<file path="src/pkg/ppc_consts.vh">
// Constants for the parallel port handshake controller.
// Behaviour
// RULE1: Bidirectional mode exists on port 0 only.
// RULE2: Bidirectional mode uses port 2 bits 3-7.
// RULE3: Bidirectional keeps separate port 0 in/out latches.
// RULE4: Bidirectional drives port 0 only while accept low.
// RULE5: Second port 0 address gives synchronized access.
// RULE6: Synchronized read stalls until new strobed data.
// RULE7: Sync accesses complete on irq line rising.
// RULE8: Mode 4: handshake output, control bits 3,6,7.
// RULE9: Mode 7: handshake input, control bits 3,4,5.
// RULE10: Group B mode 0: port1, port2 low outputs.
// RULE11: Group A handshake keeps port 2 bit 3.
// RULE12: Immediate read and write of every port.
// RULE13: Modes 4,6: port 2 write keeps bits 4-7.
// RULE14: Single bit set and clear on port 2.
// RULE15: Strobe low loads input latch, raises full flag; code raises it only once BUF_DEPTH entries are held.
// RULE16: Output full flag: low on write, high on accept.
// RULE17: Port 2 bit 4 or 6 gates the irq.
// RULE18: New configure command clears interrupt enables.
// RULE19: Group B codes 5 and 7 are ignored.
// RULE20: Sync access holds ready until completing edge.
`ifndef PPC_CONSTS_VH
`define PPC_CONSTS_VH
// Processor addresses of the ports and commands.
`define PPC_ADDR_P0 16'h1C00
`define PPC_ADDR_P1 16'h1C01
`define PPC_ADDR_P2 16'h1C02
`define PPC_ADDR_CFG 16'h1C03
`define PPC_ADDR_BIT 16'h1C04
`define PPC_ADDR_SYNC 16'h5C00
// Port 2 handshake bit positions.
`define PPC_B_IRQ 3
`define PPC_B_STB 4
`define PPC_B_IBF 5
`define PPC_B_ACK 6
`define PPC_B_OBF 7
// Bit command fields: bit 7 chooses set, bits 2..0 the index.
`define PPC_BIT_SETSEL 7
// Group mode codes.
`define PPC_MODE_HSO_A 4'h4
`define PPC_MODE_HSO_B 4'h5
`define PPC_MODE_HSI_A 4'h6
`define PPC_MODE_HSI_B 4'h7
`define PPC_MODE_BIDIR 4'h8
`define PPC_MODE_LAST_SIMPLE 4'h3
// Reset values.
`define PPC_RST_MODE 4'h3
`define PPC_RST_BYTE 8'h00
`endif

</file>
<file path="src/logic/ppc_port_controller.v">
// Three-port parallel controller with handshake, bidirectional and sync modes.
`timescale 1ns/1ns
`default_nettype none
`include "ppc_consts.vh"

module ppc_port_controller #(
	parameter BUF_AW = 1
) (
	// Clock and reset.
	input wire i_sys_clk,
	input wire i_reset,
	// Processor access port.
	input wire i_bus_rd,
	input wire i_bus_wr,
	input wire [15:0] i_bus_addr,
	input wire [7:0] i_bus_wdata,
	output reg [7:0] o_bus_rdata,
	output reg o_bus_ready,
	// Port 0 pins.
	input wire [7:0] i_p0_in,
	output reg [7:0] o_p0_out,
	output reg [7:0] o_p0_oe,
	// Port 1 pins.
	input wire [7:0] i_p1_in,
	output reg [7:0] o_p1_out,
	output reg [7:0] o_p1_oe,
	// Port 2 pins, handshake lines among them.
	input wire [7:0] i_p2_in,
	output reg [7:0] o_p2_out,
	output reg [7:0] o_p2_oe
);

	// Bus sequencer states.
	localparam [1:0] ST_IDLE = 2'b00;
	localparam [1:0] ST_SYNC_RD = 2'b01;
	localparam [1:0] ST_SYNC_WR = 2'b10;
	localparam BUF_DEPTH = 1 << BUF_AW;

	// True when a group A code selects a handshake output mode.
	function hs_out;
		input [3:0] m;
		begin
			hs_out = (m == `PPC_MODE_HSO_A) || (m == `PPC_MODE_HSO_B);
		end
	endfunction

	// True when a group A code selects a handshake input mode.
	function hs_in;
		input [3:0] m;
		begin
			hs_in = (m == `PPC_MODE_HSI_A) || (m == `PPC_MODE_HSI_B);
		end
	endfunction

	reg [3:0] amode_q; // Group A mode code.
	reg [3:0] bmode_q; // Group B mode code.
	reg [7:0] p0_lat_q; // Port 0 output latch.
	reg [7:0] p1_lat_q; // Port 1 output latch.
	reg [7:0] p2_lat_q; // Port 2 latch; bits 4 and 6 double as enables.
	reg [7:0] buf_q [0:BUF_DEPTH-1]; // Port 0 input buffer entries.
	reg [BUF_AW-1:0] wp_q; // Buffer write index.
	reg [BUF_AW-1:0] rp_q; // Buffer read index.
	reg [BUF_AW:0] cnt_q; // Entries held in the buffer.
	reg obf_n_q; // Output full flag, low while data waits.
	reg out_done_q; // Peripheral took the last output byte.
	reg stb_prev_q; // Load strobe one clock ago.
	reg ack_prev_q; // Accept strobe one clock ago.
	reg irq_prev_q; // Raw request level one clock ago.
	reg [1:0] state_q; // Bus sequencer state.
	reg [7:0] sdata_q; // Data held for a pending sync write.

	wire a_out = hs_out(amode_q) || (amode_q == `PPC_MODE_BIDIR);
	wire a_in = hs_in(amode_q) || (amode_q == `PPC_MODE_BIDIR);
	wire a_hs = a_out || a_in;
	wire a_bidir = (amode_q == `PPC_MODE_BIDIR);
	wire buf_has = (cnt_q != 0);
	wire buf_full = (cnt_q == BUF_DEPTH); // RULE15
	wire [7:0] buf_head = buf_q[rp_q];
	wire idle = (state_q == ST_IDLE);
	wire rd_now = idle && i_bus_rd;
	wire wr_now = idle && i_bus_wr;

	// Raw request before the enable gating; bit 3 shows the gated level, sync access waits on the raw one.
	wire irq_in = buf_has && i_p2_in[`PPC_B_STB]; // RULE6
	wire irq_out = out_done_q;
	wire irq_raw = (a_in && irq_in) || (a_out && irq_out);
	wire irq_rise = irq_raw && !irq_prev_q; // RULE7
	// The gated level that the pin shows.
	wire irq_pin = (a_in && irq_in && p2_lat_q[`PPC_B_STB]) ||
		(a_out && irq_out && p2_lat_q[`PPC_B_ACK]); // RULE17

	// Peripheral strobe edges; pins are already in this clock's domain.
	wire stb_fall = stb_prev_q && !i_p2_in[`PPC_B_STB];
	wire ack_fall = ack_prev_q && !i_p2_in[`PPC_B_ACK];

	// Completion of the two kinds of sync access.
	wire sync_rd_done = (state_q == ST_SYNC_RD) && irq_rise; // RULE6
	wire sync_wr_done = (state_q == ST_SYNC_WR) && irq_rise; // RULE7

	// Port 0 latch loads from an immediate or a completed sync write.
	wire p0_wr = (wr_now && (i_bus_addr == `PPC_ADDR_P0)) || sync_wr_done;
	wire [7:0] p0_wdata = sync_wr_done ? sdata_q : i_bus_wdata;
	// A port 0 read in an input handshake mode consumes one entry.
	wire p0_rd = (rd_now && (i_bus_addr == `PPC_ADDR_P0)) || sync_rd_done;
	wire pop = p0_rd && a_in && buf_has;
	// A strobe into a full buffer is the peripheral's fault and is dropped.
	wire push = a_in && stb_fall && !buf_full; // RULE15
	wire cfg_wr = wr_now && (i_bus_addr == `PPC_ADDR_CFG);
	wire [3:0] cfg_a = i_bus_wdata[7:4];
	wire [3:0] cfg_b = i_bus_wdata[3:0];

	// Direction picks for the simple modes.
	wire a_p0_out = (amode_q == 4'h0) || (amode_q == 4'h1);
	wire a_up_out = (amode_q == 4'h0) || (amode_q == 4'h2);
	wire b_p1_out = (bmode_q == 4'h0) || (bmode_q == 4'h1); // RULE10
	wire b_lo_out = (bmode_q == 4'h0) || (bmode_q == 4'h2); // RULE10

	// Next values for the pin registers.
	reg [7:0] p0_oe_d;
	reg [3:0] up_oe_d;
	reg [7:0] p2_oe_d;
	reg [7:0] p2_out_d;
	reg [7:0] rdata_d;

	// Port 0 drive: handshake output drives the latch, bidir only on accept.
	always @*
	begin
		if (a_bidir)
			p0_oe_d = {8{!i_p2_in[`PPC_B_ACK]}}; // RULE4 RULE1
		else if (a_out)
			p0_oe_d = 8'hFF;
		else if (a_in)
			p0_oe_d = 8'h00;
		else
			p0_oe_d = {8{a_p0_out}};
	end

	// Upper port 2 directions follow the group A mode table.
	always @*
	begin
		case (amode_q)
			`PPC_MODE_HSO_A: up_oe_d = 4'hB; // RULE8
			`PPC_MODE_HSO_B: up_oe_d = 4'h8;
			`PPC_MODE_HSI_A: up_oe_d = 4'hE;
			`PPC_MODE_HSI_B: up_oe_d = 4'h2; // RULE9
			`PPC_MODE_BIDIR: up_oe_d = 4'hA; // RULE2
			default: up_oe_d = {4{a_up_out}};
		endcase
	end

	// Full port 2 drive; bit 3 belongs to group A in any handshake mode.
	always @*
	begin
		p2_oe_d = {up_oe_d, a_hs ? 1'b1 : b_lo_out, {3{b_lo_out}}}; // RULE11
		p2_out_d = p2_lat_q;
		if (a_hs)
			p2_out_d[`PPC_B_IRQ] = irq_pin; // RULE17
		if (a_in)
			p2_out_d[`PPC_B_IBF] = buf_full; // RULE15
		if (a_out)
			p2_out_d[`PPC_B_OBF] = obf_n_q; // RULE16
	end

	// Read data mux; input latches and output latches stay apart.
	always @*
	begin
		rdata_d = `PPC_RST_BYTE;
		if (sync_rd_done)
			rdata_d = buf_head; // RULE6
		else if (rd_now)
		begin
			case (i_bus_addr)
				`PPC_ADDR_P0:
				begin
					if (a_in)
						rdata_d = buf_head; // RULE3
					else if (a_p0_out || a_out)
						rdata_d = p0_lat_q;
					else
						rdata_d = i_p0_in; // RULE12
				end
				`PPC_ADDR_P1:
					rdata_d = b_p1_out ? p1_lat_q : i_p1_in; // RULE12
				`PPC_ADDR_P2:
					rdata_d = (o_p2_oe & o_p2_out) | (~o_p2_oe & i_p2_in);
				`PPC_ADDR_CFG:
					rdata_d = {amode_q, bmode_q};
				default:
					rdata_d = `PPC_RST_BYTE;
			endcase
		end
	end

	// Bus sequencer: immediate accesses answer next clock, sync ones wait.
	always @(posedge i_sys_clk or posedge i_reset)
	begin
		if (i_reset)
		begin
			state_q <= ST_IDLE;
			sdata_q <= `PPC_RST_BYTE;
			o_bus_ready <= 1'b0;
			o_bus_rdata <= `PPC_RST_BYTE;
		end
		else
		begin
			o_bus_rdata <= rdata_d;
			o_bus_ready <= 1'b0;
			case (state_q)
				ST_IDLE:
				begin
					// The sync window stalls instead of answering.
					if ((i_bus_rd || i_bus_wr) &&
						(i_bus_addr == `PPC_ADDR_SYNC)) // RULE5
					begin
						state_q <= i_bus_rd ? ST_SYNC_RD : ST_SYNC_WR;
						sdata_q <= i_bus_wdata;
					end
					else if (i_bus_rd || i_bus_wr)
						o_bus_ready <= 1'b1; // RULE12
				end
				ST_SYNC_RD, ST_SYNC_WR:
				begin
					// Ready stays low until the request line rises.
					if (irq_rise)
					begin
						state_q <= ST_IDLE;
						o_bus_ready <= 1'b1; // RULE20
					end
				end
				default:
					state_q <= ST_IDLE;
			endcase
		end
	end

	// Configuration: reserved codes leave the old setting in place.
	always @(posedge i_sys_clk or posedge i_reset)
	begin
		if (i_reset)
		begin
			amode_q <= `PPC_RST_MODE;
			bmode_q <= `PPC_RST_MODE;
		end
		else if (cfg_wr)
		begin
			if (cfg_a <= `PPC_MODE_BIDIR)
				amode_q <= cfg_a;
			// Port 1 handshake codes are not carried, so only simple codes load.
			if (cfg_b <= `PPC_MODE_LAST_SIMPLE)
				bmode_q <= cfg_b; // RULE19
		end
	end

	// Port output latches and the port 2 bit commands.
	always @(posedge i_sys_clk or posedge i_reset)
	begin
		if (i_reset)
		begin
			p0_lat_q <= `PPC_RST_BYTE;
			p1_lat_q <= `PPC_RST_BYTE;
			p2_lat_q <= `PPC_RST_BYTE;
		end
		else
		begin
			if (p0_wr)
				p0_lat_q <= p0_wdata; // RULE3
			if (wr_now && (i_bus_addr == `PPC_ADDR_P1))
				p1_lat_q <= i_bus_wdata; // RULE12
			if (wr_now && (i_bus_addr == `PPC_ADDR_P2))
			begin
				// Upper bits in modes 4 and 6 change only bit by bit.
				if ((amode_q == `PPC_MODE_HSO_A) ||
					(amode_q == `PPC_MODE_HSI_A))
					p2_lat_q[3:0] <= i_bus_wdata[3:0]; // RULE13
				else
					p2_lat_q <= i_bus_wdata;
			end
			else if (wr_now && (i_bus_addr == `PPC_ADDR_BIT))
				p2_lat_q[i_bus_wdata[2:0]] <=
					i_bus_wdata[`PPC_BIT_SETSEL]; // RULE14
			else if (cfg_wr)
			begin
				// A fresh configuration starts with interrupts gated off.
				p2_lat_q[`PPC_B_STB] <= 1'b0; // RULE18
				p2_lat_q[`PPC_B_ACK] <= 1'b0; // RULE18
			end
		end
	end

	// Output handshake flags; a new byte beats an accept in the same clock for the full flag, the accept wins for the done flag.
	always @(posedge i_sys_clk or posedge i_reset)
	begin
		if (i_reset)
		begin
			obf_n_q <= 1'b1;
			out_done_q <= 1'b0;
		end
		else if (cfg_wr)
		begin
			obf_n_q <= 1'b1;
			out_done_q <= 1'b0;
		end
		else
		begin
			if (a_out && p0_wr)
				obf_n_q <= 1'b0; // RULE16
			else if (a_out && ack_fall)
				obf_n_q <= 1'b1; // RULE16
			// The accept event sets and wins over the clearing write.
			if (a_out && ack_fall && !obf_n_q)
				out_done_q <= 1'b1;
			else if (a_out && p0_wr)
				out_done_q <= 1'b0;
		end
	end

	// BUF_DEPTH-entry input buffer, two entries at the default BUF_AW of 1; its full state is the input full flag.
	always @(posedge i_sys_clk or posedge i_reset)
	begin
		if (i_reset)
		begin
			wp_q <= {BUF_AW{1'b0}};
			rp_q <= {BUF_AW{1'b0}};
			cnt_q <= {(BUF_AW+1){1'b0}};
		end
		else
		begin
			if (push)
				wp_q <= wp_q + 1'b1;
			if (pop)
				rp_q <= rp_q + 1'b1;
			if (push && !pop)
				cnt_q <= cnt_q + 1'b1;
			else if (pop && !push)
				cnt_q <= cnt_q - 1'b1;
		end
	end

	// Buffer storage; entries need no reset since the count guards them.
	always @(posedge i_sys_clk)
	begin
		if (push)
			buf_q[wp_q] <= i_p0_in; // RULE15
	end

	// Edge history and registered pin drive.
	always @(posedge i_sys_clk or posedge i_reset)
	begin
		if (i_reset)
		begin
			stb_prev_q <= 1'b1;
			ack_prev_q <= 1'b1;
			irq_prev_q <= 1'b0;
			o_p0_out <= `PPC_RST_BYTE;
			o_p0_oe <= `PPC_RST_BYTE;
			o_p1_out <= `PPC_RST_BYTE;
			o_p1_oe <= `PPC_RST_BYTE;
			o_p2_out <= `PPC_RST_BYTE;
			o_p2_oe <= `PPC_RST_BYTE;
		end
		else
		begin
			stb_prev_q <= i_p2_in[`PPC_B_STB];
			ack_prev_q <= i_p2_in[`PPC_B_ACK];
			irq_prev_q <= irq_raw;
			o_p0_out <= p0_lat_q;
			o_p0_oe <= p0_oe_d;
			o_p1_out <= p1_lat_q;
			o_p1_oe <= {8{b_p1_out}};
			o_p2_out <= p2_out_d;
			o_p2_oe <= p2_oe_d;
		end
	end

endmodule // ppc_port_controller
`default_nettype wire

</file>
<file path="config.mk">
export PLATFORM = sky130hd
export DESIGN_NAME = ppc_port_controller
export DESIGN_NICKNAME = d
export VERILOG_FILES = /design/src/logic/ppc_port_controller.v
export VERILOG_INCLUDE_DIRS = /design/src /design/src/pkg
export SDC_FILE = /design/constraint.sdc
export NUM_CORES = 1
export LEC_CHECK = 0
export BUFFER_PORTS_ARGS = -buffer_cell sky130_fd_sc_hd__clkbuf_2
export CORE_MARGIN = 2
export CORE_UTILIZATION = 45
export DETAILED_ROUTE_END_ITERATION = 12
export HOLD_SLACK_MARGIN = 0.05
export PLACE_DENSITY = 0.68
export SLEW_MARGIN = 10
export SYNTH_ARGS = -nofsm -noshare
export SYNTH_HDL_FRONTEND = slang
export SYNTH_SLANG_ARGS = --single-unit
</file>
<file path="constraint.sdc">
create_clock -name i_sys_clk -period 7.9 [get_ports i_sys_clk]
set_clock_uncertainty 0.05 [all_clocks]
set_input_delay 0.79 -clock i_sys_clk [delete_from_list [all_inputs] [get_ports i_sys_clk]]
set_output_delay 0.79 -clock i_sys_clk [all_outputs]
set_load 0.005 [all_outputs]
</file>
==> metrics.csv, run 1 <==
metric;value;unit
M2 GR Usage;0.331;
critical path arrival;3410;ps
met3 usage;0.0454;
CTS Buf Count;9;
design area;6070;sq um
first-pass GRT wire length;20200;microns
largest net degree at the start of global routing;58;
number of global-route vias before repair;3920;
Switch Pwr;0.247;mW
Max Cap Viol;0;
Critical Setup Path Class;primary input to flop;
ys flop type;dfrtp_1;
Worst-Margin Slew;1010;ps
Reg2Reg Launch Point;amode_q[3]$_DFFE_PP0P_;
Tcrit/Tclk final;0.402;
CTS tree;done;
status;completed;
PwrDens;178;nW/um^2
YS warnings;0;
detailed-route DRC error count;0;
Rel. slew slack;0.320;
WHS Endpoint;o_p2_out[2]$_DFF_PP0_;
Yosys top cell by area;dfrtp_1;
P_leak;2.82;nW
H-tree levels;3;
top fanout value on the critical path;8;
clock-pin slew on the worst setup and hold paths;70;ps
Worst Hold Depth;0;
clk_lat worst skew;350;ps
Die Wd;112;microns
CTS Root Cell;clkbuf_16;
Post-Syn Instances;461;
Async S/R FF share, synth;0.852;
drt first pass iters;5;
Sink Count;108;
Layout area overhead;15.4;%
Hold Startpoint;p2_lat_q[2]$_DFFE_PP0P_;
post-synth top area share;0.404;
maximum resistive drop on vdd;120;uV
Final Core Density;0.532;
Syn Nets;518;
Cell Int Power;0.834;mW
row cnt;39;
proportion of layout cells with a drive suffix above 1;0.339;
Flop pwr share;0.526;
number of synthesized register bits;108;
top-count cell post-synth;dfrtp_1;
number of synthesized flops with an enable pin;16;
RSZ-0062 raised after global routing;false;
core box area;11400;sq um
top post-synthesis cells by area;dfrtp_1 (40%), edfxtp_1 (9.1%), mux2_2 (5.6%);
Inserted Diodes;0;
# hold bufs at CTS;0;
# port buffers;108;
Max clock buf depth;2;
top cells by count, synth;dfrtp_1 (85), a21oi_1 (30), nor2_1 (30);
Mean Syn Cell Area;11.4;sq um
fin crit period;3170;ps
setup TNS;0;ps
total gr overflow;0;
Hold Vio Cnt, Final;0;
worst path required time;8130;ps
die span in y;112;microns
met1 usage;0.270;
pins over their slew limit;0;
DR iter-0 viols;218;
gr busiest metal;met2;
Startpoint Class;primary input;
WL/cell;18.1;microns
total detailed-routing wirelength;12500;microns
initial antenna violation count;0;
Hold Path Class;flop to flop;
library cells used by synthesis;73;
Cell Area, Synth;5260;sq um
Design Power;1.08;mW
DR vias;3943;
nets@finish;598;
via/cell ratio;5.72;
# setup viols final;0;
switching part of the total;0.228;
initial core utilization;0.461;
IO Pins;109;
worst r2r dst;buf_q[0][0]$_DFFE_PP_;
placer congestion estimate;0.844;
GRT Util Overall;0.205;
r2r worst-path depth;4;
Max Fclk;315;MHz
R2R Setup Slk;4810;ps
clock group share of total power;0.426;
DP HPWL;9330;microns
Setup crit end kind;flop;
worst slack at placement;4370;ps
Antenna Nets Post-Route;0;
register area share after synthesis;0.531;
setup ws final;4730;ps
# resized after CTS;0;
area post-placement;5770;sq um
die area;12600;sq um
Comb power frac;0.048;
Setup Fix Bufs, Post-CTS;0;
## layer usage
layer / vias up / part of all wire
li1: 1836 / -
met1: 1967 / 0.44
met2: 113 / 0.49
met5: - / 0
met4: 0 / 0.026
met3: 27 / 0.048
## cell usage in the layout, fill, tap and decap left out, drive strengths merged, types with 7 or more instances in the layout
cell type	count
mux2i	28
nand2	29
nor3	10
o21ai	27
dfstp	7
edfxtp	16
mux2	27
dfrtp	85
a221oi	7
nor4	9
nor2	31
a21oi	30
inv	12
o2bb2ai	8
clkbuf	118
## worst max-delay path, cell delays in order
cell	delay (ps)
clkbuf_2	80
or4b_4	570
or4_4	580
nor4_1	470
o21ai_0	240
ha_1	260
xor2_1	150
nor2_1	120
xor2_1	140
## cell families (layout without fill, tap and decap cells)
family	after synthesis	after routing	synth area share
simple gates	127	127	0.144
compound gates	110	110	0.143
flops	108	108	0.531
mux	55	55	0.111
buf+inv	51	136	0.0509
fa+ha+maj	5	5	0.0119
xor+xnor	5	5	0.00832
## through the flow
stage	instances	hold WS [ps]
2_1_floorplan	461	304
3_3_place_gp	673	326
3_5_place_dp	673	325
4_1_cts	689	335
5_1_grt	689	353
6_report	689	340
## registers in the layout, indices dropped and copies added, names as in the netlist, 2 cells and up
name,cells
cnt_q,2
p1_lat_q,8
o_p1_out,8
sdata_q,8
amode_q,4
state_q,2
o_p0_out,8
bmode_q,4
o_bus_rdata,8
p2_lat_q,8
buf_q,16
p0_lat_q,8
o_p2_oe,6
o_p2_out,8
## power by group through the flow
stage	Combinational [mW]	Clock [mW]	Sequential, mW
after detailed placement	0.0528	0	0.580
after global routing	0.0582	0.490	0.569
after CTS	0.0530	0.467	0.569
after global placement	0.0517	0	0.580
after floorplan	0.0267	0	0.579
final	0.0520	0.460	0.569
## cell type report
cell class,instances,area (sq um)
flip-flops and latches,108,2790
multi-input cells,302,2210
fillers,1022,5350
inverters,10,38.8
clock inverters,6,68.8
repair buffers,110,556
well taps,143,179
clock buffers,10,229
## worst max path at each step
stage	start	endpoint	slack, ps	cells past startpoint
floorplan	i_reset	amode_q[2]$_DFFE_PP0P_	4680	1
global placement	i_bus_addr[3]	cnt_q[1]$_DFFE_PP0P_	4460	9
detailed placement	i_bus_addr[3]	cnt_q[1]$_DFFE_PP0P_	4370	9
global route	state_q[1]$_DFFE_PP0P_	p0_lat_q[5]$_DFFE_PP0N_	4500	7
finish	i_bus_addr[3]	cnt_q[1]$_DFFE_PP0P_	4730	9
CTS	i_bus_addr[3]	cnt_q[1]$_DFFE_PP0P_	4750	9
(Power assumes the default switching activity.)
==> inputs of run 2 (changes only) <==
clock period = 2.99 ns   (was 7.9 ns; I/O delays follow)
==> run 2 against run 1 <==
Non-clock buffer count is 19 higher. Power rose to 2.6 times the previous value. Clock power rose to 2.6 times the previous value. First-iteration DRC count is 2.3% lower. Routed wire length is 6.2% higher. Die area unchanged. Global-route usage up 1.2 points.
==> metrics.csv, run 2 (synthesized netlist as in run 1, its figures left out) <==
metric;value;unit
die area;12600;sq um
Rel. slew slack;0.532;
Max clock buf depth;2;
Die Wd;112;microns
Tcrit/Tclk final;0.874;
PwrDens;456;nW/um^2
DP HPWL;9830;microns
number of global-route vias before repair;3999;
status;completed;
Slowest cell on crit path;dfrtp_1;
Startpoint Class;flop;
pins over their slew limit;0;
placer congestion estimate;0.858;
GRT Util Overall;0.217;
CTS tree;done;
proportion of layout cells with a drive suffix above 1;0.358;
Max Cap Viol;0;
max FFs per register;16;
Hold Path Class;primary input to flop;
worst path required time;3210;ps
maximum resistive drop on vdd;300;uV
IO Pins;109;
fin crit period;2610;ps
design area;6240;sq um
first-pass GRT wire length;21300;microns
final non-filler cell total;708;
clock-pin slew on the worst setup and hold paths;80;ps
DR iter-0 viols;213;
Layout area overhead;18.6;%
commonest non-fill, non-tap cell in the layout;clkbuf_2;
Setup crit end kind;flop;
# setup viols final;0;
detailed-route DRC error count;0;
Hold Vio Cnt, Final;0;
drt first pass iters;5;
Worst-Margin Slew;695;ps
critical path arrival;2830;ps
initial core utilization;0.461;
initial antenna violation count;0;
nets@finish;617;
highest-count cells in the layout ignoring fill and taps;clkbuf_2 (108), dfrtp_1 (85), nor2_1 (30), a21oi_1 (30), nand2_1 (29);
clk_lat worst skew;350;ps
CP delay by family, top;compound AO/OA/AOI/OAI gates;
total gr overflow;0;
# hold bufs at CTS;3;
Sink Count;108;
top fanout value on the critical path;12;
# port buffers;108;
largest net degree at the start of global routing;56;
CP max stage delay;550;ps
WL/cell;18.8;microns
CTS Buf Count;9;
setup TNS;0;ps
CP Buf/Inv Count;0;
die span in y;112;microns
Setup Fix Bufs, Post-CTS;0;
Antenna Nets Post-Route;0;
Inserted Diodes;0;
final hold slack;116;ps
register with the most flip-flops;buf_q;
# resized after CTS;0;
core box area;11400;sq um
via/cell ratio;5.67;
row cnt;39;
Critical Setup Path Class;flop to flop;
CTS Root Cell;clkbuf_16;
Max Fclk;383;MHz
DR vias;4011;
Final Core Density;0.546;
total detailed-routing wirelength;13300;microns
H-tree levels;3;
RSZ-0062 raised after global routing;false;
P_leak;2.92;nW
crit path cell chain;or3b_2 > a21boi_0 > o211a_2 > o21ai_0 > ha_1 > nor2_1 > xor2_1;
dpl cells;689;
area post-placement;5900;sq um
run 2: stage by stage:
step | power [mW] | setup slack (ps)
5_1_grt | 2.95 | 205
3_5_place_dp | 1.68 | 196
3_3_place_gp | 1.68 | 319
2_1_floorplan | 1.60 | 261
4_1_cts | 2.87 | 381
6_report | 2.85 | 377
run 2: layout make-up:
type | count | area, sq um
Clock buffer | 9 | 225
Clock inverter | 7 | 80.1
Fill cell | 1020 | 5180
Inverter | 10 | 38.8
Multi-Input combinational cell | 302 | 2210
Sequential cell | 108 | 2790
Tap cell | 143 | 179
Timing Repair Buffer | 129 | 718
run 2: where the power goes:
part	internal, mW	total [mW]	switching (mW)
Combinational	0.0547	0.151	0.0959
Sequential	1.50	1.50	0.00615
Clock	0.596	1.19	0.598
Total	2.15	2.85	0.700
run 2: path summary, 6_finish.rpt:
check / startpoint / end / slack [ps] / cells after the start
min: i_p0_in[7] / buf_q[1][7]$_DFFE_PP_ / 120 / 1
min reg2reg: p2_lat_q[0]$_DFFE_PP0P_ / o_p2_out[0]$_DFF_PP0_ / 350 / 0
max in group asynchronous: i_reset / obf_n_q$_DFFE_PP1P_ / 1580 / 4
min in group asynchronous: i_reset / o_bus_rdata[2]$_DFF_PP0_ / 510 / 3
max: amode_q[3]$_DFFE_PP0P_ / cnt_q[1]$_DFFE_PP0P_ / 380 / 7
max reg2reg: amode_q[3]$_DFFE_PP0P_ / cnt_q[1]$_DFFE_PP0P_ / 380 / 7
run 2: layer usage:
| metal | share of wire | GRT usage | routed length (microns) | vias up |
|---|---|---|---|---|
| met3 | 0.044 | 0.0373 | 579 | 13 |
| li1 | - | - | - | 1871 |
| met5 | 0 | 0 | 0 | - |
| met2 | 0.51 | 0.361 | 6720 | 115 |
| met1 | 0.44 | 0.297 | 5780 | 2012 |
| met4 | 0.014 | 0.0577 | 192 | 0 |
==> inputs of run 3 (changes only) <==
CTS_CLUSTER_SIZE = 28   (was not set)
PLACE_DENSITY = 0.67   (was 0.68)
==> run 3 against run 2 <==
Hold slack got worse by 5.5 ps. Cell count is the same. Clock power is 4% higher. Non-clock buffer count is the same. Critical path type unchanged. Critical endpoint is now p1_lat_q[3]$_DFFE_PP0P_.
==> metrics.csv, run 3 (synthesized netlist as in run 1, its figures left out) <==
metric;value;unit
IO Pins;109;
critical path arrival;2730;ps
R2R Setup Slk;440;ps
Max Cap Viol;0;
Layout area overhead;18.7;%
Max Fclk;393;MHz
highest-count cells in the layout ignoring fill and taps;clkbuf_2 (108), dfrtp_1 (85), nor2_1 (30), a21oi_1 (30), nand2_1 (29);
CTS tree;done;
FILL cells;1056;
top fanout value on the critical path;8;
Max clock buf depth;2;
P_leak;2.92;nW
worst r2r dst;p1_lat_q[3]$_DFFE_PP0P_;
total gr overflow;0;
core box area;11400;sq um
register with the most flip-flops;buf_q;
die span in y;112;microns
first-pass GRT wire length;21100;microns
initial antenna violation count;0;
Die Wd;112;microns
max FFs per register;16;
Setup Fix Bufs, Post-CTS;0;
GRT Util Overall;0.216;
r2r worst-path depth;7;
drt first pass iters;4;
clk_lat worst skew;350;ps
largest net degree at the start of global routing;93;
Hold Path Class;primary input to flop;
fin crit period;2550;ps
Critical Setup Path Class;flop to flop;
Sink Count;108;
placer congestion estimate;0.867;
WL/cell;18.2;microns
via/cell ratio;5.59;
Reg2Reg Launch Point;state_q[0]$_DFFE_PP0P_;
multi-input logic area;2210;sq um
Final Core Density;0.547;
clock-pin slew on the worst setup and hold paths;70;ps
proportion of layout cells with a drive suffix above 1;0.354;
row cnt;39;
sequential cell area;2790;sq um
die area;12600;sq um
total detailed-routing wirelength;12900;microns
# port buffers;108;
setup TNS;0;ps
status;completed;
CTS Buf Count;9;
DR vias;3960;
maximum resistive drop on vdd;293;uV
CTS Root Cell;clkbuf_16;
Antenna Nets Post-Route;0;
Hold Vio Cnt, Final;0;
Startpoint Class;flop;
Inserted Diodes;0;
Worst-Margin Slew;727;ps
commonest non-fill, non-tap cell in the layout;clkbuf_2;
PwrDens;462;nW/um^2
Tcrit/Tclk final;0.851;
pins over their slew limit;0;
H-tree levels;3;
number of global-route vias before repair;3920;
initial core utilization;0.461;
Rel. slew slack;0.512;
Setup crit end kind;flop;
Worst Hold Depth;1;
RSZ-0062 raised after global routing;false;
WHS Endpoint;buf_q[1][0]$_DFFE_PP_;
DP HPWL;9620;microns
worst path required time;3170;ps
# setup viols final;0;
DR iter-0 viols;255;
detailed-route DRC error count;0;
Hold Startpoint;i_p0_in[0];
nets@finish;617;
## run 3: cell types whose count changed in the layout (fill, tap and decap cells not counted)
cell | previous run | this run
clkbuf_1 | 0 | 2
clkinv_8 | 2 | 0
inv_8 | 2 | 0
bufinv_16 | 0 | 1
clkbuf_16 | 9 | 10
## run 3: routing by layer
layer,routed length [microns],GRT usage
met2,6330,0.350
met4,221,0.0740
met5,0,0
met1,5470,0.297
met3,894,0.0378
## run 3: worst max-delay path by stage
stage,to,from,slack [ps],cells past startpoint
after global routing,cnt_q[1]$_DFFE_PP0P_,amode_q[3]$_DFFE_PP0P_,220,8
after CTS,p1_lat_q[7]$_DFFE_PP0P_,state_q[0]$_DFFE_PP0P_,420,7
final,p1_lat_q[3]$_DFFE_PP0P_,state_q[0]$_DFFE_PP0P_,440,7
after global placement,cnt_q[1]$_DFFE_PP0P_,i_bus_addr[3],320,9
after detailed placement,cnt_q[1]$_DFFE_PP0P_,i_bus_addr[5],280,9
after floorplan,amode_q[2]$_DFFE_PP0P_,i_reset,260,1
## run 3: area by class of cell
type	instances	area share
Timing Repair Buffer	129	0.115
Sequential cell	108	0.447
Multi-Input combinational cell	302	0.353
Tap cell	143	0.0286
Inverter	10	0.00621
Clock inverter	4	0.00881
Clock buffer	12	0.0413
## run 3: stage by stage
stage | hold WS (ps) | total power, mW | instances | setup WS, ps | cell area (sq um)
5_1_grt | 106 | 3.00 | 708 | 221 | 6250
6_report | 111 | 2.89 | 708 | 444 | 6250
3_3_place_gp | 320 | 1.68 | 689 | 322 | 5900
3_5_place_dp | 328 | 1.68 | 689 | 285 | 5900
2_1_floorplan | 253 | 1.60 | 461 | 261 | 5260
4_1_cts | 104 | 2.92 | 708 | 418 | 6250
## run 3: critical path, stage by stage, from the launching register on
cell,delay [ps]
dfrtp_1,410
inv_1,110
ha_1,270
or4bb_1,560
nor4_4,270
and3b_1,200
buf_4,200
mux2_2,350
## run 3: what timing repair did
| item | 4_1_cts | 5_1_grt |
|---|---|---|
| hold buffers | 3 | 0 |
| gates resized for setup | 0 | 0 |
| endpoints found under the hold margin | 87 | 0 |
## run 3: power breakdown
part	internal (mW)	leakage (nW)	total (mW)	switching [mW]
clock network	0.706	0.149	1.24	0.531
registers	1.50	1.35	1.50	0.00590
logic	0.0548	1.42	0.148	0.0933
